==> src/inc/rrs_consts.vh <==
`ifndef RRS_CONSTS_VH
`define RRS_CONSTS_VH

// ****************************************
// timing
// ****************************************
`define RRS_CLK_NS 10
`define RRS_SLOT_NS 8000
`define RRS_SLOT_CYC (`RRS_SLOT_NS / `RRS_CLK_NS)
`define RRS_SETTLE0_US 4300
`define RRS_SETTLE1_US 2300
`define RRS_SETTLE2_US 1300
`define RRS_US_CYC(us) ((us) * 1000 / `RRS_CLK_NS)

// ****************************************
// round-robin slot map
// ****************************************
`define RRS_NUM_SLOTS 24
`define RRS_LAST_SLOT 5'h17
`define RRS_SLOT_DIE 5'h00
`define RRS_SLOT_CELL 5'h05
`define RRS_SLOT_MISC_LO 5'h06
`define RRS_SLOT_MISC_HI 5'h10
`define RRS_SLOT_GPIO 5'h11
`define RRS_MISC_TO_IDX 4'h4

// ****************************************
// result slots
// ****************************************
`define RRS_NUM_RES 14
`define RRS_IDX_DIE 4'h0
`define RRS_IDX_CELL 4'h1
`define RRS_IDX_GPIO 4'hD
`define RRS_RES_DEFAULT 16'h8000
`define RRS_DIE_MAX 16'h00C8
`define RRS_DIE_MIN 16'hFF9C

// ****************************************
// run modes and selects
// ****************************************
`define RRS_MODE_STOP 2'h0
`define RRS_MODE_ONE 2'h1
`define RRS_MODE_CONT 2'h2
`define RRS_MODE_EIGHT 2'h3
`define RRS_EIGHT_CYCLES 4'h8
`define RRS_CSEL_BUSBAR 5'h01
`define RRS_CSEL_CELL_LO 5'h02
`define RRS_CSEL_CELL_HI 5'h11

// ****************************************
// register map, byte addresses
// ****************************************
`define RRS_ADR_CTRL 8'h00
`define RRS_ADR_CONF 8'h04
`define RRS_ADR_STAT 8'h08
`define RRS_ADR_RES 8'h40
`define RRS_ADR_RES_END 8'hAC
`define RRS_CTRL_GO 2
`define RRS_CTRL_THERMISTOR_REFERENCE 3
`define RRS_CONF_RESET 23'h000000
`define RRS_STAT_CMP 2

`endif

==> src/logic/rrs_seq.v <==
// The implementer's own choices: the Wishbone slave port and the register offsets.
`timescale 1ns/1ps
`include "rrs_consts.vh"
// What this block does
// - cycle 24 slots onto secondary converter
// - each slot 8 us, cycle 192 us
// - slots: die, cell mux, misc, gpio, spares
// - results 16-bit signed, high and low bytes
// - enable resets results to 0x8000, then updates
// - high-byte read freezes low byte until read
// - cells and busbar share one slot
// - hold channel while settling, discard conversions
// - settle field picks 4.3, 2.3, 1.3 ms
// - visit only active selected channels
// - channels one to count are active, count zero all sixteen
// - select: loop, lock cell, lock busbar
// - cell result only when locked and settled
// - otherwise cell result stays 0x8000
// - die temp signed, clamped 200 to -100
// - one gpio slot per cycle, eight cycles
// - gpio order starts input 1 then 3
// - non-converter gpio slot ignored, kept
// - gpio result only when one input locked
// - compare cell result with main result
// - go samples settings, later changes need go
// - run modes stop, one, continuous, eight
// - runs only when active, freezes in sleep
module rrs_seq #(
	parameter [18:0] SETTLE0_CYC = `RRS_US_CYC(`RRS_SETTLE0_US),
	parameter [18:0] SETTLE1_CYC = `RRS_US_CYC(`RRS_SETTLE1_US),
	parameter [18:0] SETTLE2_CYC = `RRS_US_CYC(`RRS_SETTLE2_US),
	parameter [15:0] CMP_TOL = 16'h0010
) (
	// clock and reset
	input wire i_ref_clk,
	input wire i_rstn,
	// wishbone slave
	input wire i_wb_cyc,
	input wire i_wb_stb,
	input wire i_wb_we,
	input wire [7:0] i_wb_adr,
	input wire [3:0] i_wb_sel,
	input wire [31:0] i_wb_dat,
	output reg [31:0] o_wb_dat,
	output reg o_wb_ack,
	// converter side
	output reg o_conv_start,
	output reg [4:0] o_slot,
	output reg [4:0] o_cell_chan,
	output reg [2:0] o_gpio_chan,
	input wire [15:0] i_conv_data,
	input wire [15:0] i_main_cell,
	// device state
	input wire i_active_state,
	output reg o_running,
	output reg o_thermistor_ref_enable
);

// ****************************************
// functions
// ****************************************
function [31:0] merge;
	input [31:0] old;
	input [31:0] nw;
	input [3:0] sel;
	integer b;
	begin
		merge = old;
		for (b = 0; b < 4; b = b + 1) begin
			if (sel[b]) begin
				merge[b*8 +: 8] = nw[b*8 +: 8];
			end
		end
	end
endfunction

// a count of zero means all sixteen channels
function cell_active;
	input [4:0] ch;
	input [3:0] cnt;
	begin
		cell_active = (ch != 5'h00) &&
			((cnt == 4'h0) || (ch <= {1'b0, cnt}));
	end
endfunction

// interleaved order spreads neighbours over the eight cycles
function [2:0] gpio_of;
	input [2:0] step;
	begin
		gpio_of = {step[1:0], step[2]};
	end
endfunction

function [15:0] die_clamp;
	input [15:0] v;
	begin
		if ($signed(v) > $signed(`RRS_DIE_MAX)) begin
			die_clamp = `RRS_DIE_MAX;
		end else if ($signed(v) < $signed(`RRS_DIE_MIN)) begin
			die_clamp = `RRS_DIE_MIN;
		end else begin
			die_clamp = v;
		end
	end
endfunction

// ****************************************
// bus decode
// ****************************************
wire wb_acc = i_wb_cyc & i_wb_stb & ~o_wb_ack;
wire wb_wr = wb_acc & i_wb_we;
wire wb_rd = wb_acc & ~i_wb_we;
wire in_res = (i_wb_adr >= `RRS_ADR_RES) &&
	(i_wb_adr <= `RRS_ADR_RES_END) && (i_wb_adr[1:0] == 2'h0);
wire [7:0] res_off = i_wb_adr - `RRS_ADR_RES;
wire [3:0] rd_idx = res_off[6:3];
wire rd_lo = res_off[2];
wire ctrl_wr = wb_wr && (i_wb_adr == `RRS_ADR_CTRL) && i_wb_sel[0];
wire go_cmd = ctrl_wr && i_wb_dat[`RRS_CTRL_GO];
wire [1:0] go_mode = i_wb_dat[1:0];
wire go_start = go_cmd && (go_mode != `RRS_MODE_STOP);

// ****************************************
// software registers
// ****************************************
reg [1:0] mode_r;
reg [22:0] conf_r;
reg cmp_fail_r;
reg cmp_set;
wire [31:0] conf_mrg = merge({9'h000, conf_r}, i_wb_dat, i_wb_sel);

always @(posedge i_ref_clk or negedge i_rstn) begin
	if (!i_rstn) begin
		mode_r <= `RRS_MODE_STOP;
		o_thermistor_ref_enable <= 1'b0;
		conf_r <= `RRS_CONF_RESET;
		cmp_fail_r <= 1'b0;
	end else begin
		if (ctrl_wr) begin
			mode_r <= go_mode;
			o_thermistor_ref_enable <= i_wb_dat[`RRS_CTRL_THERMISTOR_REFERENCE];
		end
		if (wb_wr && (i_wb_adr == `RRS_ADR_CONF)) begin
			conf_r <= conf_mrg[22:0];
		end
		// a new mismatch wins over a clear in the same cycle
		if (cmp_set) begin
			cmp_fail_r <= 1'b1;
		end else if (wb_wr && (i_wb_adr == `RRS_ADR_STAT) &&
				i_wb_sel[0] && i_wb_dat[`RRS_STAT_CMP]) begin
			cmp_fail_r <= 1'b0;
		end
	end
end

// ****************************************
// settings sampled at go
// ****************************************
reg [1:0] sh_mode_r;
reg [4:0] sh_csel_r;
reg [3:0] sh_gsel_r;
reg [1:0] sh_settle_r;
reg [3:0] sh_ncell_r;
reg [7:0] sh_gen_r;

always @(posedge i_ref_clk or negedge i_rstn) begin
	if (!i_rstn) begin
		sh_mode_r <= `RRS_MODE_STOP;
		sh_csel_r <= 5'h00;
		sh_gsel_r <= 4'h0;
		sh_settle_r <= 2'h0;
		sh_ncell_r <= 4'h0;
		sh_gen_r <= 8'h00;
	end else if (go_cmd) begin
		sh_mode_r <= go_mode;
		sh_csel_r <= conf_r[4:0];
		sh_gsel_r <= conf_r[8:5];
		sh_settle_r <= conf_r[10:9];
		sh_ncell_r <= conf_r[14:11];
		sh_gen_r <= conf_r[22:15];
	end
end

// ****************************************
// sleep input sync
// ****************************************
reg act_m_r;
reg act_s_r;

always @(posedge i_ref_clk or negedge i_rstn) begin
	if (!i_rstn) begin
		act_m_r <= 1'b0;
		act_s_r <= 1'b0;
	end else begin
		act_m_r <= i_active_state;
		act_s_r <= act_m_r;
	end
end

// ****************************************
// slot sequencer
// ****************************************
reg [9:0] tmr_r;
reg [3:0] rr_r;
reg [2:0] gstep_r;
reg [18:0] setl_r;
wire run_en = o_running & act_s_r;
wire slot_end = run_en && (tmr_r == `RRS_SLOT_CYC - 1);
wire cyc_end = slot_end && (o_slot == `RRS_LAST_SLOT);
wire [3:0] rr_nxt = rr_r + 4'h1;
wire lock_bb = (sh_csel_r == `RRS_CSEL_BUSBAR);
wire lock_cell = (sh_csel_r >= `RRS_CSEL_CELL_LO) &&
	(sh_csel_r <= `RRS_CSEL_CELL_HI);
wire looping = !lock_bb && !lock_cell;
wire [4:0] lock_ch = sh_csel_r - 5'h01;
wire lock_ok = lock_bb ||
	(lock_cell && cell_active(lock_ch, sh_ncell_r));
reg [18:0] settle_lim;
reg [4:0] chan_nxt;

always @* begin
	case (sh_settle_r)
	2'h0: settle_lim = SETTLE0_CYC;
	2'h1: settle_lim = SETTLE1_CYC;
	default: settle_lim = SETTLE2_CYC;
	endcase
end

wire settled = (setl_r >= settle_lim);

// loop order is cell one upward, then the busbar
always @* begin
	if (o_cell_chan == 5'h00) begin
		chan_nxt = 5'h01;
	end else if (!cell_active(o_cell_chan + 5'h01, sh_ncell_r) ||
			(o_cell_chan == 5'h10)) begin
		chan_nxt = 5'h00;
	end else begin
		chan_nxt = o_cell_chan + 5'h01;
	end
end

always @(posedge i_ref_clk or negedge i_rstn) begin
	if (!i_rstn) begin
		o_running <= 1'b0;
		tmr_r <= 10'h000;
		o_slot <= `RRS_SLOT_DIE;
		rr_r <= 4'h0;
		gstep_r <= 3'h0;
		o_gpio_chan <= 3'h0;
		o_cell_chan <= 5'h01;
		setl_r <= 19'h00000;
		o_conv_start <= 1'b0;
	end else begin
		o_conv_start <= go_start | (slot_end & ~cyc_end) |
			(cyc_end & (sh_mode_r == `RRS_MODE_CONT ||
			(sh_mode_r == `RRS_MODE_EIGHT &&
			rr_nxt != `RRS_EIGHT_CYCLES)));
		if (go_cmd) begin
			o_running <= go_start;
			tmr_r <= 10'h000;
			o_slot <= `RRS_SLOT_DIE;
			rr_r <= 4'h0;
			gstep_r <= 3'h0;
			o_gpio_chan <= gpio_of(3'h0);
			setl_r <= 19'h00000;
			if (conf_r[4:0] == `RRS_CSEL_BUSBAR) begin
				o_cell_chan <= 5'h00;
			end else if (conf_r[4:0] >= `RRS_CSEL_CELL_LO &&
					conf_r[4:0] <= `RRS_CSEL_CELL_HI) begin
				o_cell_chan <= conf_r[4:0] - 5'h01;
			end else begin
				o_cell_chan <= 5'h01;
			end
		end else if (run_en) begin
			if (!settled) begin
				setl_r <= setl_r + 19'h00001;
			end
			if (slot_end) begin
				tmr_r <= 10'h000;
				// the channel moves on only after settling
				if (o_slot == `RRS_SLOT_CELL && settled &&
						looping) begin
					o_cell_chan <= chan_nxt;
					setl_r <= 19'h00000;
				end
				if (cyc_end) begin
					o_slot <= `RRS_SLOT_DIE;
					rr_r <= rr_nxt;
					gstep_r <= gstep_r + 3'h1;
					o_gpio_chan <= gpio_of(gstep_r + 3'h1);
					if (sh_mode_r == `RRS_MODE_ONE) begin
						o_running <= 1'b0;
					end else if (sh_mode_r == `RRS_MODE_EIGHT &&
							rr_nxt == `RRS_EIGHT_CYCLES) begin
						o_running <= 1'b0;
					end
				end else begin
					o_slot <= o_slot + 5'h01;
				end
			end else begin
				tmr_r <= tmr_r + 10'h001;
			end
		end
	end
end

// ****************************************
// result capture
// ****************************************
reg upd_en;
reg [3:0] upd_idx;
reg [15:0] upd_val;
wire [16:0] cmp_diff = {i_conv_data[15], i_conv_data} -
	{i_main_cell[15], i_main_cell};
wire [16:0] cmp_abs = cmp_diff[16] ? (17'h00000 - cmp_diff) : cmp_diff;
wire gpio_lock = (sh_gsel_r != 4'h0) && (sh_gsel_r <= 4'h8);

always @* begin
	upd_en = 1'b0;
	upd_idx = `RRS_IDX_DIE;
	upd_val = i_conv_data;
	cmp_set = 1'b0;
	if (slot_end) begin
		if (o_slot == `RRS_SLOT_DIE) begin
			upd_en = 1'b1;
			upd_val = die_clamp(i_conv_data);
		end else if (o_slot == `RRS_SLOT_CELL) begin
			if (settled && lock_ok) begin
				upd_en = 1'b1;
				upd_idx = `RRS_IDX_CELL;
				// busbar check is left to software
				cmp_set = lock_cell &&
					(cmp_abs > {1'b0, CMP_TOL});
			end
		end else if (o_slot >= `RRS_SLOT_MISC_LO &&
				o_slot <= `RRS_SLOT_MISC_HI) begin
			upd_en = 1'b1;
			upd_idx = o_slot[3:0] - `RRS_MISC_TO_IDX;
		end else if (o_slot == `RRS_SLOT_GPIO) begin
			// disabled inputs keep their slot time
			if (gpio_lock && sh_gen_r[o_gpio_chan] &&
					(o_gpio_chan == sh_gsel_r[2:0] - 3'h1)) begin
				upd_en = 1'b1;
				upd_idx = `RRS_IDX_GPIO;
			end
		end
	end
end

reg [15:0] res_r [0:`RRS_NUM_RES-1];
reg [7:0] lo_r [0:`RRS_NUM_RES-1];
reg [`RRS_NUM_RES-1:0] hold_r;
wire hi_rd = wb_rd && in_res && !rd_lo;
wire lo_rd = wb_rd && in_res && rd_lo;
integer k;

always @(posedge i_ref_clk or negedge i_rstn) begin
	if (!i_rstn) begin
		for (k = 0; k < `RRS_NUM_RES; k = k + 1) begin
			res_r[k] <= `RRS_RES_DEFAULT;
			lo_r[k] <= 8'h00;
		end
		hold_r <= {`RRS_NUM_RES{1'b0}};
	end else if (go_start) begin
		for (k = 0; k < `RRS_NUM_RES; k = k + 1) begin
			res_r[k] <= `RRS_RES_DEFAULT;
			lo_r[k] <= 8'h00;
		end
		hold_r <= {`RRS_NUM_RES{1'b0}};
	end else begin
		if (upd_en) begin
			res_r[upd_idx] <= upd_val;
			if (!hold_r[upd_idx] && !(hi_rd && rd_idx == upd_idx)) begin
				lo_r[upd_idx] <= upd_val[7:0];
			end
		end
		if (hi_rd) begin
			hold_r[rd_idx] <= 1'b1;
		end else if (lo_rd) begin
			hold_r[rd_idx] <= 1'b0;
			lo_r[rd_idx] <= (upd_en && upd_idx == rd_idx) ?
				upd_val[7:0] : res_r[rd_idx][7:0];
		end
	end
end

// ****************************************
// bus read and acknowledge
// ****************************************
reg [31:0] rd_val;

always @* begin
	rd_val = 32'h00000000;
	if (in_res) begin
		rd_val = {24'h000000, rd_lo ? lo_r[rd_idx] :
			res_r[rd_idx][15:8]};
	end else begin
		case (i_wb_adr)
		`RRS_ADR_CTRL: begin
			rd_val = {28'h0000000, o_thermistor_ref_enable, 1'b0, mode_r};
		end
		`RRS_ADR_CONF: begin
			rd_val = {9'h000, conf_r};
		end
		`RRS_ADR_STAT: begin
			rd_val = {11'h000, o_cell_chan, gstep_r, 1'b0, rr_r,
				o_slot, cmp_fail_r, settled, o_running};
		end
		default: begin
			rd_val = 32'h00000000;
		end
		endcase
	end
end

always @(posedge i_ref_clk or negedge i_rstn) begin
	if (!i_rstn) begin
		o_wb_ack <= 1'b0;
		o_wb_dat <= 32'h00000000;
	end else begin
		o_wb_ack <= wb_acc;
		if (wb_rd) begin
			o_wb_dat <= rd_val;
		end
	end
end

endmodule

==> config.mk <==
export PLATFORM = sky130hd
export DESIGN_NAME = rrs_seq
export DESIGN_NICKNAME = d
export VERILOG_FILES = /design/src/logic/rrs_seq.v
export VERILOG_INCLUDE_DIRS = /design/src /design/src/inc
export SDC_FILE = /design/constraint.sdc
export NUM_CORES = 1
export LEC_CHECK = 0
export ABC_AREA = 1
export BUFFER_PORTS_ARGS = -buffer_cell sky130_fd_sc_hd__buf_2
export CAP_MARGIN = 25
export CORE_MARGIN = 2
export CORE_UTILIZATION = 39
export DETAILED_ROUTE_END_ITERATION = 8
export PLACE_DENSITY = 0.57
export SETUP_SLACK_MARGIN = 0.5
export SLEW_MARGIN = 20
export SYNTH_ARGS = -nofsm -noshare
export SYNTH_HDL_FRONTEND = slang
export SYNTH_SLANG_ARGS = --single-unit
==> constraint.sdc <==
create_clock -name i_ref_clk -period 5.7 [get_ports i_ref_clk]
set_input_delay 0.855 -clock i_ref_clk [delete_from_list [all_inputs] [get_ports i_ref_clk]]
set_output_delay 0.855 -clock i_ref_clk [all_outputs]
set_load 0.01 [all_outputs]
; ---- Word-level counts from Yosys, hierarchy flattened
; Index checks and enable logic that the tools add are counted.
[totals]
wordCells = 298
regBits = 488
[op_classes]
n_reduce_logical = 73
muxes = 100
n_addsub = 13
eq_ne = 18
bitwise = 17
n_lt_le_gt_ge = 23
[ops]
columns = operator, n
row1 = 112-bit two-way mux, 6
row2 = 224-bit two-way mux, 2
row3 = 112-bit bitwise mux, 2
row4 = 224-bit bitwise mux, 1
row5 = 16-bit two-way mux, 7
row6 = 19-bit two-way mux, 5
row7 = 23-bit case mux with 3 select lines, 1
row8 = 16-bit binary-select mux with 4-bit select, 1
row9 = 16-bit demux with 4-bit select, 1
row10 = 8-bit demux with 4-bit select, 2
row11 = 5-bit two-way mux, 12
row12 = 8-bit two-way mux, 6
row13 = 14-bit two-way mux, 3
row14 = 4-bit two-way mux, 10
row15 = 19-bit case mux with 2 select lines, 1
row16 = 1-bit logical AND, 37
row17 = 8-bit binary-select mux with 4-bit select, 1
row18 = 10-bit two-way mux, 3
row19 = 3-bit two-way mux, 8
row20 = 1-bit two-way mux, 23
row21 = 23-bit two-way mux, 1
row22 = "19-bit by 1-bit adder with 19-bit output, second input constant", 1
row23 = 19-bit greater-or-equal comparator, 1
row24 = "17-bit by 5-bit greater-than comparator with 1-bit output, second input constant", 1
row25 = other kinds (60), 108

; ---- Depth between registers and ports, before layout
[depth]
word_depth = 24
depth_mapped = 32

; ---- Least setup slack after synthesis
; OpenSTA, ideal clock, no wires.
[synth_path]
kind = input -> register
startpoint = in i_conv_data[0]
endpoint = reg cmp_fail_r
setup_slack_ns = 2.172
path_stages = 21
n_path_buf = 1
t_arrival_ns = 3.408
path_cell_list = inv_1 ha_1 inv_1 fa_1 nand3_1 nand3_1 a21boi_0 o21ai_0 nand3_1 nand3_1 nand2_1 clkinv_1 buf_2 nand3_1 nand3_1 nor3_1 nand2_1 nor2_1 nand2_1 nand2_1 nand2_1
[synth_via]
elab_chain_len = 10
elab_cells_between_ends = 11
classes_between = add/sub (2) / order compare (1) / mux (6) / reduce/logical (2)
[synth_lines]
columns = item, line
row1 = from (decl), rrs_seq.v:51  ; input wire [15:0] i_conv_data,
row2 = 16-bit by 16-bit subtractor with 17-bit output (*), rrs_seq.v:315  ; wire [16:0] cmp_diff = {i_conv_data[15], i_conv_data} -
row3 = 1-bit by 17-bit subtractor with 17-bit output, rrs_seq.v:317  ; wire [16:0] cmp_abs = cmp_diff[16] ? (17'h00000 - cmp_diff) : cmp_diff;
row4 = 17-bit two-way mux (*), rrs_seq.v:317
row5 = 17-bit by 5-bit greater-than comparator with 1-bit output (*), rrs_seq.v:335  ; (cmp_abs > {1'b0, CMP_TOL});
row6 = 1-bit logical AND (*), rrs_seq.v:334  ; cmp_set = lock_cell &&
row7 = 1-bit two-way mux (*), rrs_seq.v:330  ; if (settled && lock_ok) begin
row8 = 1-bit two-way mux (*), rrs_seq.v:329  ; end else if (o_slot == `RRS_SLOT_CELL) begin
row9 = 1-bit two-way mux (*), rrs_seq.v:326  ; if (o_slot == `RRS_SLOT_DIE) begin
row10 = 1-bit two-way mux (*), rrs_seq.v:325  ; if (slot_end) begin
row11 = 1-bit two-way mux or 2-bit nonzero test (tied branches), n/a
row12 = to (signal assigned), rrs_seq.v:138  ; cmp_fail_r <= 1'b0;
row13 = to (signal assigned), rrs_seq.v:149  ; cmp_fail_r <= 1'b1;
row14 = to (signal assigned), rrs_seq.v:152  ; cmp_fail_r <= 1'b0;
row15 = to (decl), rrs_seq.v:129  ; reg cmp_fail_r;
; Mark *: on every way between the ends. The rest lies on a longest branch, timed or not.
; A chain may end at the register's enable or synchronous reset.

; ---- Worst setup path after layout
[layout_path]
startpoint = reg sh_csel_r[0]
endpoint = reg lo_r[95] in the netlist's numbering
[layout_via]
elab_chain_len = 24
elab_cells_between_ends = 44
classes_between = add/sub (1) / order compare (5) / eq/ne (3) / mux (21) / bitwise (1) / reduce/logical (13)
[layout_lines]
columns = item, line
row1 = from (decl), rrs_seq.v:161  ; reg [4:0] sh_csel_r;
row2 = from (signal assigned), rrs_seq.v:177  ; sh_csel_r <= conf_r[4:0];
row3 = 5-bit by 1-bit subtractor with 5-bit output, rrs_seq.v:216  ; wire [4:0] lock_ch = sh_csel_r - 5'h01;
row4 = 5-bit by 4-bit less-or-equal comparator with 1-bit output, rrs_seq.v:83  ; ((cnt == 4'h0) || (ch <= {1'b0, cnt}));
row5 = 1-bit logical OR, rrs_seq.v:83
row6 = 1-bit logical AND, rrs_seq.v:82  ; cell_active = (ch != 5'h00) &&
row7 = 1-bit logical AND, rrs_seq.v:218  ; (lock_cell && cell_active(lock_ch, sh_ncell_r));
row8 = 1-bit logical OR (*), rrs_seq.v:217  ; wire lock_ok = lock_bb ||
row9 = 1-bit logical AND (*), rrs_seq.v:330
row10 = 1-bit two-way mux, rrs_seq.v:330
row11 = [... 8 more ...], n/a
row12 = 112-bit bitwise mux, rrs_seq.v:376  ; lo_r[upd_idx] <= upd_val[7:0];
row13 = 112-bit two-way mux, rrs_seq.v:375  ; if (!hold_r[upd_idx] && !(hi_rd && rd_idx == upd_idx)) begin
row14 = 112-bit two-way mux, rrs_seq.v:373  ; if (upd_en) begin
row15 = 112-bit two-way mux, rrs_seq.v:366  ; end else if (go_start) begin
row16 = 112-bit bitwise mux, rrs_seq.v:383  ; lo_r[rd_idx] <= (upd_en && upd_idx == rd_idx) ?
row17 = 112-bit two-way mux, rrs_seq.v:381  ; end else if (lo_rd) begin
row18 = 112-bit two-way mux (*), rrs_seq.v:379  ; if (hi_rd) begin
row19 = 112-bit two-way mux (*), rrs_seq.v:366
row20 = "to (signal, indexed assignment)", rrs_seq.v:376
row21 = "to (signal, indexed assignment)", rrs_seq.v:383
row22 = to (decl), rrs_seq.v:353  ; reg [7:0] lo_r [0:`RRS_NUM_RES-1];
; Mark *: on every way between the ends. The rest lies on a longest branch, timed or not. The select of a mux whose other input is x is not followed.

==> qor.csv <==
stage,metric,value,unit
detailed_routing,detailroute.via_count,26800,
sta,maximum_frequency_from_static_timing_analysis,0.210,GHz
clock_tree,clock_tree.root_cell,sky130_fd_sc_hd__clkbuf_16,
floorplan,placementRows,98,
sta,final-max-slew-violation-count,0,
clock_tree,cts_tree,yes,
sta,max-slew-margin-rel,0.258,
synthesis,syn-instance-count,3822,
sta,hold_violations,0,
detailed_routing,drt-vias-per-instance,5.50,
min_path,hold_path.class,in2async,
layout,diodes,0,
grt,grt_pass1_wl,153000,um
clock_tree,worst_setup_hold_path_clk_slew,0.06,ns
setup_path,path_buf_inv,6,
sta,setup_viol,0,
setup_path,timing.critical_path.arrival,5.27,ns
power,p_per_area,253,nW/um2
setup_path,startpoint_type,register,
place,dp_hpwl,67900,um
clock_tree,clock_buffers_created_by_tritoncts,54,
power,total_leakage_power,0.0156,uW
clock_tree,clockBufferDepth,3,
floorplan,ios,131,
detailed_routing,dr.first_iter.drc_count,2648,
grt,globalRouteTotalUtil,0.266,
floorplan,floorplan.die_area,74000,um2
floorplan,fp.dieW,272,um
status,outcome,"finished, final reports clean",
power,worst_ir_drop_vdd,0.000209,V
layout,area_growth_syn_to_layout,12.1,%
layout,final-instance-count-excl-fill,4867,
setup_path,rr_worst_depth,31,
floorplan,core,71400,um2
sta,timing_worst_slew_pin_value,1.11,ns
synthesis,netlist-cell-type-count,58,
grt,grt_pass1_vias,24900,
clock_tree,cts_setup_buffers,0,
grt,grt_start_max_net_pins,175,
setup_path,critical_path_peak_fanout,38,
grt,grt_antenna_before_repair,2,
synthesis,synth_area_leader_cell,sky130_fd_sc_hd__dfrtp_1,
run,max_cap_viol_count,0,
layout,layout.nets,4016,
detailed_routing,drt_pass1_iterations,6,
detailed_routing,post_drt_wl_per_cell,20.6,um
sta,rsz0062_at_grt,no,
setup_path,critPathTopFamily,simple AND/OR/NAND/NOR gates,
detailed_routing,antenna_left,0,
clock_tree,cts.sink_count,476,
synthesis,synth_seq_area_share,0.426,
detailed_routing,drcViolationCount,0,
clock_tree,worstSkewPairLatency,0.63,ns
synthesis,post_synth_top_area_share,0.412,
synthesis,synth.area.top_cells,"sky130_fd_sc_hd__dfrtp_1 (41%), sky130_fd_sc_hd__nand2_1 (12%), sky130_fd_sc_hd__inv_1 (7.1%)",
synthesis,synth-edff-count,0,
grt,grt_remaining_overflow,0,
setup_path,crit_slowest_cell,sky130_fd_sc_hd__nand2_1,
sta,final.min_clock_period,4.75,ns
clock_tree,cts_max_level,2,
floorplan,initial_core_util,0.393,
place,portBuffers,111,
synthesis,postSynthRegisterBits,476,
setup_path,critical_path_class,reg2reg,
setup_path,timing.critical_path.to_type,register,
sta,fin_tns_setup,0,ns
setup_path,worst_path_largest_cell_delay,0.41,ns
place,gp_congestion,0.966,
sta,post-route-period-util,0.834,
sta,skew,0.0284,ns
layout,layout-drive-gt1-share,0.0955,
synthesis,syn_area,28000,um2
synthesis,avgSynthCellArea,7.33,um2
floorplan,die_h,272,um
synthesis,async_reset_ff_frac,1.00,
synthesis,synthFlopType,sky130_fd_sc_hd__dfrtp_1,
setup_path,crit_path_depth,31,
clock_tree,hold_buffers,0,
detailed_routing,routed_wl,100000,um
clock_tree,postCtsResizedCells,0,
setup_path,required,6.22,ns
setup_path,crit_top_cell,sky130_fd_sc_hd__nand2_1,
synthesis,yosys_warnings,0,
place,place_inst,4767,
==> Yosys cell counts (3+ instances only) <==
| cell type | number |
|---|---|
| sky130_fd_sc_hd__inv_2 | 22 |
| sky130_fd_sc_hd__ha_1 | 60 |
| sky130_fd_sc_hd__nor3_1 | 35 |
| sky130_fd_sc_hd__nor3_2 | 4 |
| sky130_fd_sc_hd__nor2_4 | 15 |
| sky130_fd_sc_hd__inv_1 | 529 |
| sky130_fd_sc_hd__dfrtp_1 | 461 |
| sky130_fd_sc_hd__o22ai_1 | 161 |
| sky130_fd_sc_hd__dfstp_2 | 15 |
| sky130_fd_sc_hd__or2_2 | 5 |
| sky130_fd_sc_hd__buf_4 | 18 |
| sky130_fd_sc_hd__clkinv_1 | 7 |
| sky130_fd_sc_hd__nand4_1 | 46 |
| sky130_fd_sc_hd__o2111ai_1 | 16 |
| sky130_fd_sc_hd__nor4_1 | 5 |
| sky130_fd_sc_hd__a22oi_1 | 30 |
| sky130_fd_sc_hd__nand3b_1 | 3 |
| sky130_fd_sc_hd__nand2_1 | 890 |
| sky130_fd_sc_hd__xnor2_1 | 8 |
| sky130_fd_sc_hd__o21ai_2 | 5 |
| sky130_fd_sc_hd__o21ai_1 | 27 |
| sky130_fd_sc_hd__nand2_2 | 5 |
| sky130_fd_sc_hd__xor2_1 | 30 |
| sky130_fd_sc_hd__a21oi_1 | 157 |
| sky130_fd_sc_hd__o211ai_1 | 6 |
| sky130_fd_sc_hd__nor2_1 | 232 |
| sky130_fd_sc_hd__buf_1 | 25 |
| sky130_fd_sc_hd__clkbuf_1 | 132 |
| sky130_fd_sc_hd__o311ai_0 | 5 |
| sky130_fd_sc_hd__a221oi_1 | 35 |
| sky130_fd_sc_hd__nor3b_1 | 3 |
| sky130_fd_sc_hd__o221ai_1 | 18 |
| sky130_fd_sc_hd__a31oi_1 | 23 |
| sky130_fd_sc_hd__buf_6 | 4 |
| sky130_fd_sc_hd__nor2_2 | 13 |
| sky130_fd_sc_hd__o21ai_0 | 341 |
| sky130_fd_sc_hd__nand3_1 | 375 |
| sky130_fd_sc_hd__a211oi_1 | 3 |
| sky130_fd_sc_hd__o21a_1 | 5 |
| sky130_fd_sc_hd__buf_2 | 21 |
| sky130_fd_sc_hd__o31ai_1 | 5 |
==> cells by family after synthesis <==
kind of cell,Yosys count,synth area share
flip-flops,476,0.426
buffers and inverters,758,0.106
other,1,0.000134
adder cells (fa/ha/maj),61,0.0275
XOR/XNOR,38,0.0119
AO/OA/AOI/OAI,848,0.176
AND/OR/NAND/NOR,1640,0.253
==> metrics by stage <==
stage	setup WS (ns)	hold WS [ns]	utilization	total power, uW	instance area (um2)
final	0.946	0.210	0.440	7950	31400
after global placement	1.08	0.344	0.415	4470	29600
after CTS	1.03	0.226	0.440	7990	31400
after floorplan	2.17	0.331	-	4110	28000
after global routing	0.559	0.262	0.440	8250	31400
after detailed placement	1.06	0.343	0.415	4480	29600
==> power by group <==
part	switching (uW)	internal [uW]	total, uW
Clock	1520	2000	3520
Sequential	71.6	3470	3540
Combinational	627	263	890
==> cell type report <==
class	count	area, um2
inverters	558	2090
repair buffers	187	1200
multi-input cells	2596	13200
well taps	950	1190
flip-flops and latches	476	11900
clock inverters	17	136
clock buffers	83	1620
fillers	7450	40000
==> flip-flops by register name, summed over array words and instances (netlist names), 2 cells and up <==
name         count
conf_r          23
hold_r          14
lo_r           112
mode_r           2
o_cell_chan      5
o_gpio_chan      2
o_slot           5
o_wb_dat        23
res_r          224
rr_r             4
setl_r          19
sh_csel_r        5
sh_gen_r         8
sh_gsel_r        4
sh_mode_r        2
sh_ncell_r       4
sh_settle_r      2
tmr_r           10
==> placed cells by master, fill, tap and decap left out, drive strengths merged, types with 41 or more instances in the layout <==
| cell | n |
|---|---|
| a21oi | 158 |
| buf | 187 |
| clkbuf | 83 |
| dfrtp | 461 |
| ha | 60 |
| inv | 551 |
| nand2 | 895 |
| nand3 | 377 |
| nand4 | 48 |
| nor2 | 260 |
| nor3 | 41 |
| o21ai | 373 |
| o22ai | 161 |
==> path summary, 6_finish.rpt <==
| path | from | to | slack [ns] |
|---|---|---|---|
| worst min register to register | act_m_r | act_s_r | 0.35 |
| worst min-delay path | i_rstn | setl_r[6] | 0.21 |
| max in group asynchronous | i_rstn | lo_r[5] | 4.19 |
| min in group i_ref_clk | act_m_r | act_s_r | 0.35 |
| worst max register to register | sh_csel_r[0] | lo_r[95] | 0.95 |
| worst max-delay path | sh_csel_r[0] | lo_r[95] | 0.95 |
==> metal layers <==
layer,up-vias,routed length (um),global-route usage
met4,4,3010,0.0844
met3,160,7950,0.0570
met5,-,23,0
met2,948,44400,0.410
met1,12900,44900,0.372
li1,12800,-,-
(Power assumes the default switching activity.)
